==> src/shared/cawd_pkg.sv <==
// Constants shared by the counter array watchdog block
package cawd_pkg;

  // ****************************************
  // Register addresses
  // ****************************************
  localparam logic [7:0] CAWD_ADDR_CTRL = 8'hd8;
  localparam logic [7:0] CAWD_ADDR_MODE = 8'hd9;
  localparam logic [7:0] CAWD_ADDR_MMODE0 = 8'hda;
  localparam logic [7:0] CAWD_ADDR_MMODE1 = 8'hdb;
  localparam logic [7:0] CAWD_ADDR_MMODE2 = 8'hdc;
  localparam logic [7:0] CAWD_ADDR_CNTLO = 8'hf9;
  localparam logic [7:0] CAWD_ADDR_CNTHI = 8'hfa;
  localparam logic [7:0] CAWD_ADDR_CMPLO0 = 8'hfb;
  localparam logic [7:0] CAWD_ADDR_CMPLO1 = 8'he9;
  localparam logic [7:0] CAWD_ADDR_CMPLO2 = 8'heb;
  localparam logic [7:0] CAWD_ADDR_CMPHI0 = 8'hfc;
  localparam logic [7:0] CAWD_ADDR_CMPHI1 = 8'hea;
  localparam logic [7:0] CAWD_ADDR_CMPHI2 = 8'hec;

  // ****************************************
  // Field positions
  // ****************************************
  localparam int CAWD_CTRL_OVF = 7;
  localparam int CAWD_CTRL_RUN = 6;
  localparam int CAWD_CTRL_WDFLAG = 2;
  localparam int CAWD_MODE_IDLE = 7;
  localparam int CAWD_MODE_WDEN = 6;
  localparam int CAWD_MODE_WATCHDOG_LOCK_BIT = 5;
  localparam int CAWD_MODE_UNUSED = 4;
  localparam int CAWD_MODE_TBMSB = 3;
  localparam int CAWD_MODE_TBLSB = 1;
  localparam int CAWD_MODE_OVFIE = 0;
  localparam int CAWD_MM_PWM16 = 7;
  localparam int CAWD_MM_ECOM = 6;
  localparam int CAWD_MM_CAPP = 5;
  localparam int CAWD_MM_CAPN = 4;
  localparam int CAWD_MM_MAT = 3;
  localparam int CAWD_MM_TOG = 2;
  localparam int CAWD_MM_PWM = 1;
  localparam int CAWD_MM_IRQEN = 0;
  localparam int CAWD_WD_MODULE = 2;

  // ****************************************
  // Reset values and fixed codes
  // ****************************************
  localparam logic [7:0] CAWD_MODE_RST = 8'h40;
  localparam logic [7:0] CAWD_MMODE_RST = 8'h00;
  localparam logic [7:0] CAWD_CMP_RST = 8'h00;
  localparam logic [15:0] CAWD_CNT_RST = 16'h0000;
  localparam logic [7:0] CAWD_MMODE_SWTIMER = 8'h48;
  localparam logic [15:0] CAWD_CNT_MAX = 16'hffff;
  localparam logic [7:0] CAWD_LOW_MAX = 8'hff;

  // ****************************************
  // Timebase
  // ****************************************
  localparam logic [3:0] CAWD_DIV12 = 4'hc;
  localparam logic [3:0] CAWD_DIV4 = 4'h4;
  localparam logic [3:0] CAWD_DIV8 = 4'h8;

  typedef enum logic [2:0] {
    CAWD_TB_SYS12 = 3'h0,
    CAWD_TB_SYS4 = 3'h1,
    CAWD_TB_TMR0 = 3'h2,
    CAWD_TB_ECI = 3'h3,
    CAWD_TB_SYS = 3'h4,
    CAWD_TB_EXT8 = 3'h5,
    CAWD_TB_RSV6 = 3'h6,
    CAWD_TB_RSV7 = 3'h7
  } cawd_tb_e;

endpackage : cawd_pkg

==> src/hw/cawd_timebase.sv <==
// Counter array timebase tick generator
`timescale 1ns/1ps
module cawd_timebase
  import cawd_pkg::*;
(
  input wire logic clk,
  input wire logic srst,
  input wire logic [2:0] tbSel,
  input wire logic timer0Ovf,
  input wire logic eciPin,
  input wire logic extClkPin,
  output logic tick
);

  // ****************************************
  // Pin synchronisers
  // ****************************************
  logic eciS1_q, eciS2_q, eciS3_q;
  logic extS1_q, extS2_q, extS3_q;
  logic [3:0] pre12_q, pre4_q, ext8_q;
  logic eciFall, extRise;

  always_ff @(posedge clk)
  begin
    if (srst)
    begin
      eciS1_q <= 1'b1;
      eciS2_q <= 1'b1;
      eciS3_q <= 1'b1;
      extS1_q <= 1'b0;
      extS2_q <= 1'b0;
      extS3_q <= 1'b0;
    end
    else
    begin
      eciS1_q <= eciPin;
      eciS2_q <= eciS1_q;
      eciS3_q <= eciS2_q;
      extS1_q <= extClkPin;
      extS2_q <= extS1_q;
      extS3_q <= extS2_q;
    end
  end

  assign eciFall = eciS3_q & ~eciS2_q;
  assign extRise = extS2_q & ~extS3_q;

  // ****************************************
  // Prescalers
  // ****************************************
  always_ff @(posedge clk)
  begin
    if (srst)
    begin
      pre12_q <= 4'h0;
      pre4_q <= 4'h0;
      ext8_q <= 4'h0;
    end
    else
    begin
      pre12_q <= (pre12_q == CAWD_DIV12 - 4'h1) ? 4'h0 : pre12_q + 4'h1;
      pre4_q <= (pre4_q == CAWD_DIV4 - 4'h1) ? 4'h0 : pre4_q + 4'h1;
      if (extRise)
        ext8_q <= (ext8_q == CAWD_DIV8 - 4'h1) ? 4'h0 : ext8_q + 4'h1;
    end
  end

  always_ff @(posedge clk)
  begin
    if (srst)
      tick <= 1'b0;
    else
    begin
      unique case (cawd_tb_e'(tbSel))
        CAWD_TB_SYS12: tick <= (pre12_q == CAWD_DIV12 - 4'h1);
        CAWD_TB_SYS4: tick <= (pre4_q == CAWD_DIV4 - 4'h1);
        CAWD_TB_TMR0: tick <= timer0Ovf;
        CAWD_TB_ECI: tick <= eciFall;
        CAWD_TB_SYS: tick <= 1'b1;
        CAWD_TB_EXT8: tick <= extRise && (ext8_q == CAWD_DIV8 - 4'h1);
        CAWD_TB_RSV6, CAWD_TB_RSV7: tick <= 1'b0;
      endcase
    end
  end

endmodule : cawd_timebase

==> src/hw/cawd_top.sv <==
// Counter array with three compare modules and watchdog on module 2
//
// Behaviour
// - 16-bit PWM: zero full duty, compare-off zero
// - Watchdog compares module 2 high, low is offset
// - Every reset leaves watchdog enabled
// - Watchdog keeps counter running ignoring run bit
// - Watchdog blocks counter byte writes
// - Watchdog write-protects the mode register except enable clear and lock set
// - Watchdog forces module 2 software timer
// - Run bit reads software value only
// - Low overflow at high match resets system
// - Compare high write reloads counter high plus offset
// - Writing module 2 flag forces reset
// - Enable or lock enables; lock holds till reset
// - Clearing enable unlocked disables watchdog
// - Timeout is 256 times offset plus remainder
// - Reset timebase div 12, counter and offset zero
// - Counter wrap sets sticky overflow flag
// - Module match or capture sets sticky flag
// - Unwatched, run bit starts and stops counter
// - Idle suspend bit halts array while idle
// - Three-bit timebase select with reserved codes
// - Mode bit 4 reads zero
// - Match interrupt enable gates module flag request
`timescale 1ns/1ps
module cawd_top
  import cawd_pkg::*;
#(
  parameter int NUM_MODULES = 3
)
(
  input wire logic clk,
  input wire logic srst,
  input wire logic [7:0] sfrAddr,
  input wire logic sfrWrEn,
  input wire logic [7:0] sfrWrData,
  input wire logic sfrRdEn,
  output logic [7:0] sfrRdData,
  input wire logic cpuIdle,
  input wire logic timer0Ovf,
  input wire logic eciPin,
  input wire logic extClkPin,
  input wire logic [NUM_MODULES-1:0] cexIn,
  output logic [NUM_MODULES-1:0] cexOut,
  output logic irqReq,
  output logic wdResetReq
);

  // ****************************************
  // State
  // ****************************************
  logic [7:0] mode_q;
  logic run_q;
  logic ovfFlag_q;
  logic [NUM_MODULES-1:0] matchFlag_q;
  logic [15:0] cnt_q;
  logic [7:0] cmpLo_q [NUM_MODULES];
  logic [7:0] cmpHi_q [NUM_MODULES];
  logic [7:0] mmode_q [NUM_MODULES];
  logic [7:0] effMode [NUM_MODULES];
  logic [NUM_MODULES-1:0] toggle_q;
  logic [NUM_MODULES-1:0] cexS1_q, cexS2_q, cexS3_q;
  logic [NUM_MODULES-1:0] modEvt;
  logic [NUM_MODULES-1:0] modIrq;
  logic [7:0] lowAddr [NUM_MODULES];
  logic [7:0] highAddr [NUM_MODULES];

  logic wdOn, tick, countEn, lowOvf, fullOvf, wdMatch;
  logic wrCtrl, wrMode, wrCntLo, wrCntHi;

  assign lowAddr = '{CAWD_ADDR_CMPLO0, CAWD_ADDR_CMPLO1, CAWD_ADDR_CMPLO2};
  assign highAddr = '{CAWD_ADDR_CMPHI0, CAWD_ADDR_CMPHI1, CAWD_ADDR_CMPHI2};

  assign wrCtrl = sfrWrEn && (sfrAddr == CAWD_ADDR_CTRL);
  assign wrMode = sfrWrEn && (sfrAddr == CAWD_ADDR_MODE);
  assign wrCntLo = sfrWrEn && (sfrAddr == CAWD_ADDR_CNTLO);
  assign wrCntHi = sfrWrEn && (sfrAddr == CAWD_ADDR_CNTHI);

  // Lock alone also enables the watchdog
  assign wdOn = mode_q[CAWD_MODE_WDEN] | mode_q[CAWD_MODE_WATCHDOG_LOCK_BIT];

  // ****************************************
  // Timebase and counter
  // ****************************************
  cawd_timebase u_timebase (
    .clk(clk),
    .srst(srst),
    .tbSel(mode_q[CAWD_MODE_TBMSB:CAWD_MODE_TBLSB]),
    .timer0Ovf(timer0Ovf),
    .eciPin(eciPin),
    .extClkPin(extClkPin),
    .tick(tick)
  );

  // Watchdog forces counting; idle suspend overrides both
  assign countEn = tick && (wdOn || run_q)
    && !(mode_q[CAWD_MODE_IDLE] && cpuIdle);
  assign lowOvf = countEn && (cnt_q[7:0] == CAWD_LOW_MAX);
  assign fullOvf = countEn && (cnt_q == CAWD_CNT_MAX);

  always_ff @(posedge clk)
  begin
    if (srst)
      cnt_q <= CAWD_CNT_RST;
    else if (wrCntLo && !wdOn)
      cnt_q[7:0] <= sfrWrData;
    else if (wrCntHi && !wdOn)
      cnt_q[15:8] <= sfrWrData;
    else if (countEn)
      cnt_q <= cnt_q + 16'h0001;
  end

  // ****************************************
  // Mode register
  // ****************************************
  always_ff @(posedge clk)
  begin
    if (srst)
      mode_q <= CAWD_MODE_RST;
    else if (wrMode)
    begin
      if (!wdOn)
      begin
        mode_q <= sfrWrData;
        mode_q[CAWD_MODE_UNUSED] <= 1'b0;
      end
      else
      begin
        // Only the enable and lock may move while watched
        if (!mode_q[CAWD_MODE_WATCHDOG_LOCK_BIT] && !sfrWrData[CAWD_MODE_WDEN])
          mode_q[CAWD_MODE_WDEN] <= 1'b0;
        if (sfrWrData[CAWD_MODE_WATCHDOG_LOCK_BIT])
          mode_q[CAWD_MODE_WATCHDOG_LOCK_BIT] <= 1'b1;
      end
    end
  end

  // ****************************************
  // Control register
  // ****************************************
  always_ff @(posedge clk)
  begin
    if (srst)
      run_q <= 1'b0;
    else if (wrCtrl)
      run_q <= sfrWrData[CAWD_CTRL_RUN];
  end

  always_ff @(posedge clk)
  begin
    if (srst)
      ovfFlag_q <= 1'b0;
    else if (fullOvf)
      ovfFlag_q <= 1'b1;
    else if (wrCtrl)
      ovfFlag_q <= sfrWrData[CAWD_CTRL_OVF];
  end

  // ****************************************
  // Compare modules
  // ****************************************
  generate
    for (genvar n = 0; n < NUM_MODULES; n++)
    begin : g_mod
      localparam bit IS_WD = (n == CAWD_WD_MODULE);
      logic guarded;
      logic hit;
      logic capEvt;
      logic wrLo, wrHi, wrMm;

      assign guarded = IS_WD && wdOn;
      assign effMode[n] = guarded ? CAWD_MMODE_SWTIMER : mmode_q[n];
      assign wrLo = sfrWrEn && (sfrAddr == lowAddr[n]);
      assign wrHi = sfrWrEn && (sfrAddr == highAddr[n]);
      assign wrMm = sfrWrEn && (sfrAddr == CAWD_ADDR_MMODE0 + 8'(n));
      assign hit = countEn && effMode[n][CAWD_MM_ECOM] && (cnt_q == {cmpHi_q[n], cmpLo_q[n]});
      assign capEvt = (effMode[n][CAWD_MM_CAPP] && cexS2_q[n] && !cexS3_q[n])
        || (effMode[n][CAWD_MM_CAPN] && !cexS2_q[n] && cexS3_q[n]);
      assign modEvt[n] = (hit && effMode[n][CAWD_MM_MAT]) || capEvt;
      assign modIrq[n] = matchFlag_q[n] && effMode[n][CAWD_MM_IRQEN];

      always_ff @(posedge clk)
      begin
        if (srst)
          mmode_q[n] <= CAWD_MMODE_RST;
        else if (wrMm && !guarded)
          mmode_q[n] <= sfrWrData;
        else if (wrLo && !guarded)
          mmode_q[n][CAWD_MM_ECOM] <= 1'b0;
        else if (wrHi && !guarded)
          mmode_q[n][CAWD_MM_ECOM] <= 1'b1;
      end

      always_ff @(posedge clk)
      begin
        if (srst)
          cmpLo_q[n] <= CAWD_CMP_RST;
        else if (wrLo)
          cmpLo_q[n] <= sfrWrData;
        else if (capEvt)
          cmpLo_q[n] <= cnt_q[7:0];
        else if (lowOvf && effMode[n][CAWD_MM_PWM] && !effMode[n][CAWD_MM_PWM16])
          cmpLo_q[n] <= cmpHi_q[n];
      end

      always_ff @(posedge clk)
      begin
        if (srst)
          cmpHi_q[n] <= CAWD_CMP_RST;
        else if (wrHi && guarded)
          cmpHi_q[n] <= cnt_q[15:8] + cmpLo_q[n];
        else if (wrHi)
          cmpHi_q[n] <= sfrWrData;
        else if (capEvt)
          cmpHi_q[n] <= cnt_q[15:8];
      end

      // Hardware set beats a software clear in the same cycle
      always_ff @(posedge clk)
      begin
        if (srst)
          matchFlag_q[n] <= 1'b0;
        else if (modEvt[n])
          matchFlag_q[n] <= 1'b1;
        else if (wrCtrl)
          matchFlag_q[n] <= sfrWrData[n];
      end

      always_ff @(posedge clk)
      begin
        if (srst)
          toggle_q[n] <= 1'b1;
        else if (!effMode[n][CAWD_MM_TOG])
          toggle_q[n] <= 1'b1;
        else if (hit)
          toggle_q[n] <= !toggle_q[n];
      end

      always_ff @(posedge clk)
      begin
        if (srst)
          cexOut[n] <= 1'b0;
        else if (effMode[n][CAWD_MM_PWM] && effMode[n][CAWD_MM_PWM16])
          cexOut[n] <= effMode[n][CAWD_MM_ECOM] && (cnt_q >= {cmpHi_q[n], cmpLo_q[n]});
        else if (effMode[n][CAWD_MM_PWM] && !effMode[n][CAWD_MM_TOG])
          cexOut[n] <= effMode[n][CAWD_MM_ECOM] && (cnt_q[7:0] >= cmpLo_q[n]);
        else if (effMode[n][CAWD_MM_TOG])
          cexOut[n] <= toggle_q[n];
        else
          cexOut[n] <= 1'b0;
      end
    end
  endgenerate

  // Capture pins, read only past the second stage
  always_ff @(posedge clk)
  begin
    if (srst)
    begin
      cexS1_q <= '0;
      cexS2_q <= '0;
      cexS3_q <= '0;
    end
    else
    begin
      cexS1_q <= cexIn;
      cexS2_q <= cexS1_q;
      cexS3_q <= cexS2_q;
    end
  end

  // ****************************************
  // Watchdog reset and interrupt
  // ****************************************
  assign wdMatch = (cmpHi_q[CAWD_WD_MODULE] == cnt_q[15:8]);

  always_ff @(posedge clk)
  begin
    if (srst)
      wdResetReq <= 1'b0;
    else
      wdResetReq <= wdOn && ((lowOvf && wdMatch)
        || (wrCtrl && sfrWrData[CAWD_CTRL_WDFLAG]));
  end

  always_ff @(posedge clk)
  begin
    if (srst)
      irqReq <= 1'b0;
    else
      irqReq <= (ovfFlag_q && mode_q[CAWD_MODE_OVFIE]) || (|modIrq);
  end

  // ****************************************
  // Read port
  // ****************************************
  always_ff @(posedge clk)
  begin
    if (srst)
      sfrRdData <= 8'h00;
    else if (sfrRdEn)
    begin
      unique case (sfrAddr)
        CAWD_ADDR_CTRL: sfrRdData <= {ovfFlag_q, run_q, 3'h0, matchFlag_q};
        CAWD_ADDR_MODE: sfrRdData <= mode_q;
        CAWD_ADDR_MMODE0: sfrRdData <= effMode[0];
        CAWD_ADDR_MMODE1: sfrRdData <= effMode[1];
        CAWD_ADDR_MMODE2: sfrRdData <= effMode[2];
        CAWD_ADDR_CNTLO: sfrRdData <= cnt_q[7:0];
        CAWD_ADDR_CNTHI: sfrRdData <= cnt_q[15:8];
        CAWD_ADDR_CMPLO0: sfrRdData <= cmpLo_q[0];
        CAWD_ADDR_CMPLO1: sfrRdData <= cmpLo_q[1];
        CAWD_ADDR_CMPLO2: sfrRdData <= cmpLo_q[2];
        CAWD_ADDR_CMPHI0: sfrRdData <= cmpHi_q[0];
        CAWD_ADDR_CMPHI1: sfrRdData <= cmpHi_q[1];
        CAWD_ADDR_CMPHI2: sfrRdData <= cmpHi_q[2];
        default: sfrRdData <= 8'h00;
      endcase
    end
  end
endmodule : cawd_top

==> config.mk <==
export PLATFORM = sky130hd
export DESIGN_NAME = cawd_top
export DESIGN_NICKNAME = d
export VERILOG_FILES = /design/src/shared/cawd_pkg.sv /design/src/hw/cawd_timebase.sv /design/src/hw/cawd_top.sv
export SDC_FILE = /design/constraint.sdc
export NUM_CORES = 1
export LEC_CHECK = 0
export BUFFER_PORTS_ARGS = -buffer_cell sky130_fd_sc_hd__buf_2
export CAP_MARGIN = 20
export CORE_ASPECT_RATIO = 1.1
export CORE_UTILIZATION = 65
export DETAILED_ROUTE_END_ITERATION = 8
export PLACE_DENSITY = 0.83
export SYNTH_ARGS = -nofsm -noshare
export SYNTH_HDL_FRONTEND = slang
export SYNTH_HIERARCHICAL = 1
export SYNTH_SLANG_ARGS = --single-unit
==> constraint.sdc <==
create_clock -name clk -period 4.4 [get_ports clk]
set_clock_uncertainty 0.2 [all_clocks]
set_input_delay 0.66 -clock clk [delete_from_list [all_inputs] [get_ports clk]]
set_output_delay 0.66 -clock clk [all_outputs]
set_load 0.05 [all_outputs]
# After elaboration in Yosys (flattened, before gate mapping)
# Memories as Yosys holds them, arrays and structs flattened.
# Index checks and enable logic that the tools add are counted.
# op_classes
add_sub_neg	5
magnitude_cmp	6
eq_ne	32
muxes	146
n_bitwise	35
n_reduce_logical	119
# op_table
cell	n
$mux 8	23
$mux 1	118
$eq 8x8->1 const B	14
$pmux 8 s13	1
$logic_and 1x1->1	72
$eq 16x16->1	3
$ge 16x16->1	3
$or 1x1->1	26
$ge 8x8->1	3
$logic_not 1->1	19
$add 16x1->16 const B	1
$eq 16x16->1 const B	1
$mux 16	1
$add 4x1->4 const B	3
$eq 3x3->1 const B	4
$reduce_bool 2->1	6
$reduce_or 2->1	6
$reduce_and 2->1	5
$logic_or 1x1->1	9
$add 8x8->8	1
$eq 8x8->1	1
$not 1->1	7
$pmux 1 s7	1
$eq 3x2->1 const B	2
other kinds (11)	13
# word_totals
reg_bits	72
mem_bits_rw	72
in_bits	27
output_inout_bits	13
word_cells	378
mem_count	3
# memory_table
memory	words	width	read_ports	rd_ports_with_merged_regs	write_ports	line	rtl
cmpHi_q	3	8	3	0	3	cawd_top.sv:59	logic [7:0] cmpHi_q [NUM_MODULES];
cmpLo_q	3	8	3	0	3	cawd_top.sv:58	logic [7:0] cmpLo_q [NUM_MODULES];
mmode_q	3	8	3	0	3	cawd_top.sv:60	logic [7:0] mmode_q [NUM_MODULES];

# Longest topological paths before layout
# logic_depth
depth_word	13
ltp_mapped	9
mapped_depth_nobuf	9

# By module
# Netlist, hierarchy kept.
# modules_own_cells
mod	n_inst	cells_each	area_per_inst_um2	seq_area_each_um2
cawd_top	1	964	8582.0	3223.1
cawd_timebase	1	73	773.2	380.4

# Worst setup path after synthesis
# Ideal clock, no wire load.
# synth_timing
path_kind	register to register
start	reg cnt_q[3]
end	mem cmpLo_q[1][0], enable pin
setup_time_ns	0.404
arrival_time_ns	2.338
required_ns	3.796
setup_slack_ns	1.458
path_stages_with_launch	6
n_path_buf	1
period_less_slack_ns	2.942
path_cell_list	dfxtp_1 clkbuf_1 and4_1 and2_1 nand4_4 o311ai_0
# synth_lines
element	line	rtl
start: declaration	cawd_top.sv:57	logic [15:0] cnt_q;
start signal: assignment	cawd_top.sv:107	cnt_q[7:0] <= sfrWrData;
start signal: assignment	cawd_top.sv:111	cnt_q <= cnt_q + 16'h0001;
end: declaration	cawd_top.sv:58	

==> results.txt <==
* Run status: finished, final reports clean
* Vias in the first global route: 8346
* Least-Margin Pin Slew: 1.03 ns
- Post-CTS Setup Inserts: 0
* Number of buffers inserted during clock tree synthesis: 17
- Die outline width: 116 um
- Final setup margin: 1.28 ns
- The detail route stage leaves a number of antenna-violating nets equal to 0.
* Clk Tree Root Cell: clkbuf_16
- Routability-driven placement finished with a final weighted congestion of 1.01.
- Wire length of the first global-routing pass: 47900 um
- Cell internal pwr: 0.00226 W
- Post-Place Worst Slack: 1.05 ns
* GRT Util Overall: 0.448
* Cts-stage hold buffer count: 0
- Final Max Tran Viols: 0
- Most common cell after layout, fill and taps aside: nand2_1
- During placement, the flow inserted port buffers numbering 39.
- From bottom edge to top edge, the die measures 128 um.
- Fraction of synthesis flops using an asynchronous set or reset pin: 0
* Post-synth top area share: 0.231
- Post-synthesis instance area: 0.00936 mm2
- Clock network power share: 0.434
- The count of endpoints failing hold in the final timing report is 0.
- 40 I/O pins were placed.
* Leading area contributor after synthesis: edfxtp_1
* Clock insertion delay at the later pin of the skew report: 0.44 ns
* Clock-pin slew on the worst setup and hold paths: 0.06 ns
- Of the total power, the share spent switching nets is 0.271.
- Most used flip-flop cell after synthesis: edfxtp_1
- Wires add up to 31600 um.
- For the final routed database, the setup TNS stands at 0 ns.
- DR WL/cell: 25.2 um
- After synthesis the netlist holds a flip-flop and latch count of 144.
- Relative to the synthesized area, the layout overhead comes to 9.07%.
* Post-detail-place hpwl: 22800 um
- Total area of multi-input combinational cells: 0.00523 mm2
* IR Drop Worst-Case VDD: 267 uV
* Maxcap violations: 0
* Remaining global-route overflow: 0
- Power spread over the standard cell area amounts to 304 mW/mm2.
- Number of distinct library cells after synthesis: 85
* Relative slew slack: 0.309
* Critical path required time: 4.30 ns
- In this run the static leakage power is 4.27 nW.
- After floorplanning, the core was sized to cover 0.0139 mm2.
- Total power of the final layout: 0.00310 W
- Maximum frequency from static timing analysis: 321 MHz
- CTS built an H-tree with a depth of 4.
- Post-layout nets: 1140
* Number of vias after detailed routing: 8831
* DRC violations left: 0
- STA classifies the critical path startpoint as a flop.
- Power dissipated by switching net loads: 0.000841 W
* Number of sinks on the clock net: 144
- Entering global routing, the biggest net connects 35 pins.
* Area of the die: 0.0149 mm2
- Average footprint of a synthesized cell: 9.02 um2
* Path type of the worst min-delay path: input pin to flop
- Portion of the clock cycle consumed by the worst path in the final layout: 0.709
- WS Path Type: flop to flop
* Final design utilization: 0.734
- After filler insertion, the fill cell instance count of the layout stands at 1053.
* Endpoints failing setup: 0
* Top fanout value on the critical path: 9
- Setup repair after global routing left no endpoint under its margin.
- After the first detailed-routing iteration, the DRC count stood at 1287.
- The worst path needs 3.12 ns of the cycle, external delays included.
- The synthesized design contains 72 enable-type register cells.
- Starting density of the core: 0.673
- During synthesis, Yosys emitted a total of 6 warnings.
- Of the cells placed in the final design, the portion with a size suffix greater than 1 is 0.112.
- Combinational power share: 0.082
- Design area: 0.0102 mm2
- The number of nets handed over by synthesis was 1124.
- Critical path endpoint category: flop
* Cell count after synthesis: 1037
- Seq/Total Area, Yosys: 0.385
- The first TritonRoute pass finished after 6 iterations.
* Via/cell ratio: 7.04
* Leading post-synthesis cells by cell area: edfxtp_1, dfxtp_1, ha_1, nand2_1, a22o_1
* Number of instances resized during post-cts repair: 0
- Flip-flop and latch area: 0.00360 mm2
- Placed Area: 0.00966 mm2
* Number of placement rows: 45
- Antenna violations before repair: 1
* Arrival time worst endpoint: 3.02 ns
* Register share of total power: 0.484
- TritonCTS clock tree: built
* Top library cells by usage in the layout, fill and taps aside: nand2_1, dfxtp_1, edfxtp_1
- The longest clock path from root to sink contains 2 buffers.
through the flow:
step / hold slack (ns) / cells
global route: 0.207 / 1254
floorplan: 0.189 / 1037
finish: 0.213 / 1255
detailed placement: 0.208 / 1222
global placement: 0.195 / 1222
CTS: 0.209 / 1254
power groups by stage:
stage               clock (W)  combinational, W  sequential [W]
floorplan                   0          0.000166         0.00150
global placement            0          0.000240         0.00152
detailed placement          0          0.000245         0.00153
CTS                   0.00134          0.000247         0.00150
global route          0.00139          0.000273         0.00150
finish                0.00135          0.000255         0.00150
cell usage after synthesis (all sizes together), types with 3 or more instances:
| cell type | n |
|---|---|
| o31ai | 3 |
| a221oi | 3 |
| xor2 | 9 |
| xnor2 | 8 |
| o211ai | 7 |
| a31oi | 17 |
| o22ai | 15 |
| edfxtp | 72 |
| a311oi | 4 |
| a21o | 35 |
| inv | 60 |
| buf | 29 |
| nor3b | 4 |
| o21a | 3 |
| mux2i | 31 |
| nand4 | 19 |
| a311o | 3 |
| a32oi | 4 |
| a22o | 36 |
| o21ai | 36 |
| ha | 59 |
| a41oi | 3 |
| mux2 | 4 |
| nand3b | 10 |
| a21oi | 58 |
| or3 | 5 |
| a211oi | 14 |
| a22oi | 8 |
| clkbuf | 36 |
| nand4bb | 3 |
| nand4b | 4 |
| nor4 | 6 |
| nand2 | 103 |
| and3 | 13 |
| o2bb2ai | 10 |
| or2 | 4 |
| nand3 | 36 |
| and2 | 21 |
| nor2 | 67 |
| a221o | 3 |
| nor2b | 31 |
| nand2b | 10 |
| nor3 | 24 |
| dfxtp | 72 |
area by class of cell:
| cell class | instances | area share |
|---|---|---|
| clock buffer | 19 | 0.0424 |
| tap | 188 | 0.0231 |
| timing repair buffer | 62 | 0.0361 |
| inverter | 62 | 0.0228 |
| sequential | 144 | 0.353 |
| antenna | 1 | 0.000245 |
| multi-input combinational | 766 | 0.512 |
| clock inverter | 13 | 0.0102 |
critical path, stage by stage (launching register included):
cell and delay [ns]:
dfxtp_1 0.48, or2_2 0.26, o211a_1 0.57, nand4_4 0.29, nor3_2 0.58, or3_1 0.39
path summary, 6_finish.rpt:
kind,cells after the start,end,slack [ns],start
worst max-delay path,5,cmpLo_q[2][2],1.28,mode_q[5]
worst min-delay path,2,u_timebase/eciS1_q,0.21,eciPin
worst max register to register,5,cmpLo_q[2][2],1.28,mode_q[5]
worst min register to register,1,u_timebase/eciS2_q,0.22,u_timebase/eciS1_q
flip-flops by register name (all words and copies together) (netlist names), 4 cells and up:
register / flops
cmpHi_q: 24
cmpLo_q: 24
cnt_q: 16
mmode_q: 24
mode_q: 7
sfrRdData: 8
u_timebase/ext8_q: 4
u_timebase/pre12_q: 4
u_timebase/pre4_q: 4
kinds of logic (layout without fill, tap and decap cells):
logic type      Yosys count  count (layout)  share of synthesized area
compound gates          283             283                      0.212
fa+ha+maj                60              60                     0.0810
xor+xnor                 17              17                     0.0159
flops                   144             144                      0.385
mux                      35              35                     0.0380
other cells               0               1                          0
simple gates            371             371                      0.211
buf+inv                 127             156                     0.0563
per-layer routing:
metal,wire (um),part of all wire,vias up,track usage
li1,-,-,3859,-
met1,11300,0.36,4085,0.570
met2,13400,0.42,705,0.651
met3,4550,0.14,182,0.128
met4,2430,0.077,0,0.313
met5,0,0,-,0
(Power assumes the default switching activity.)
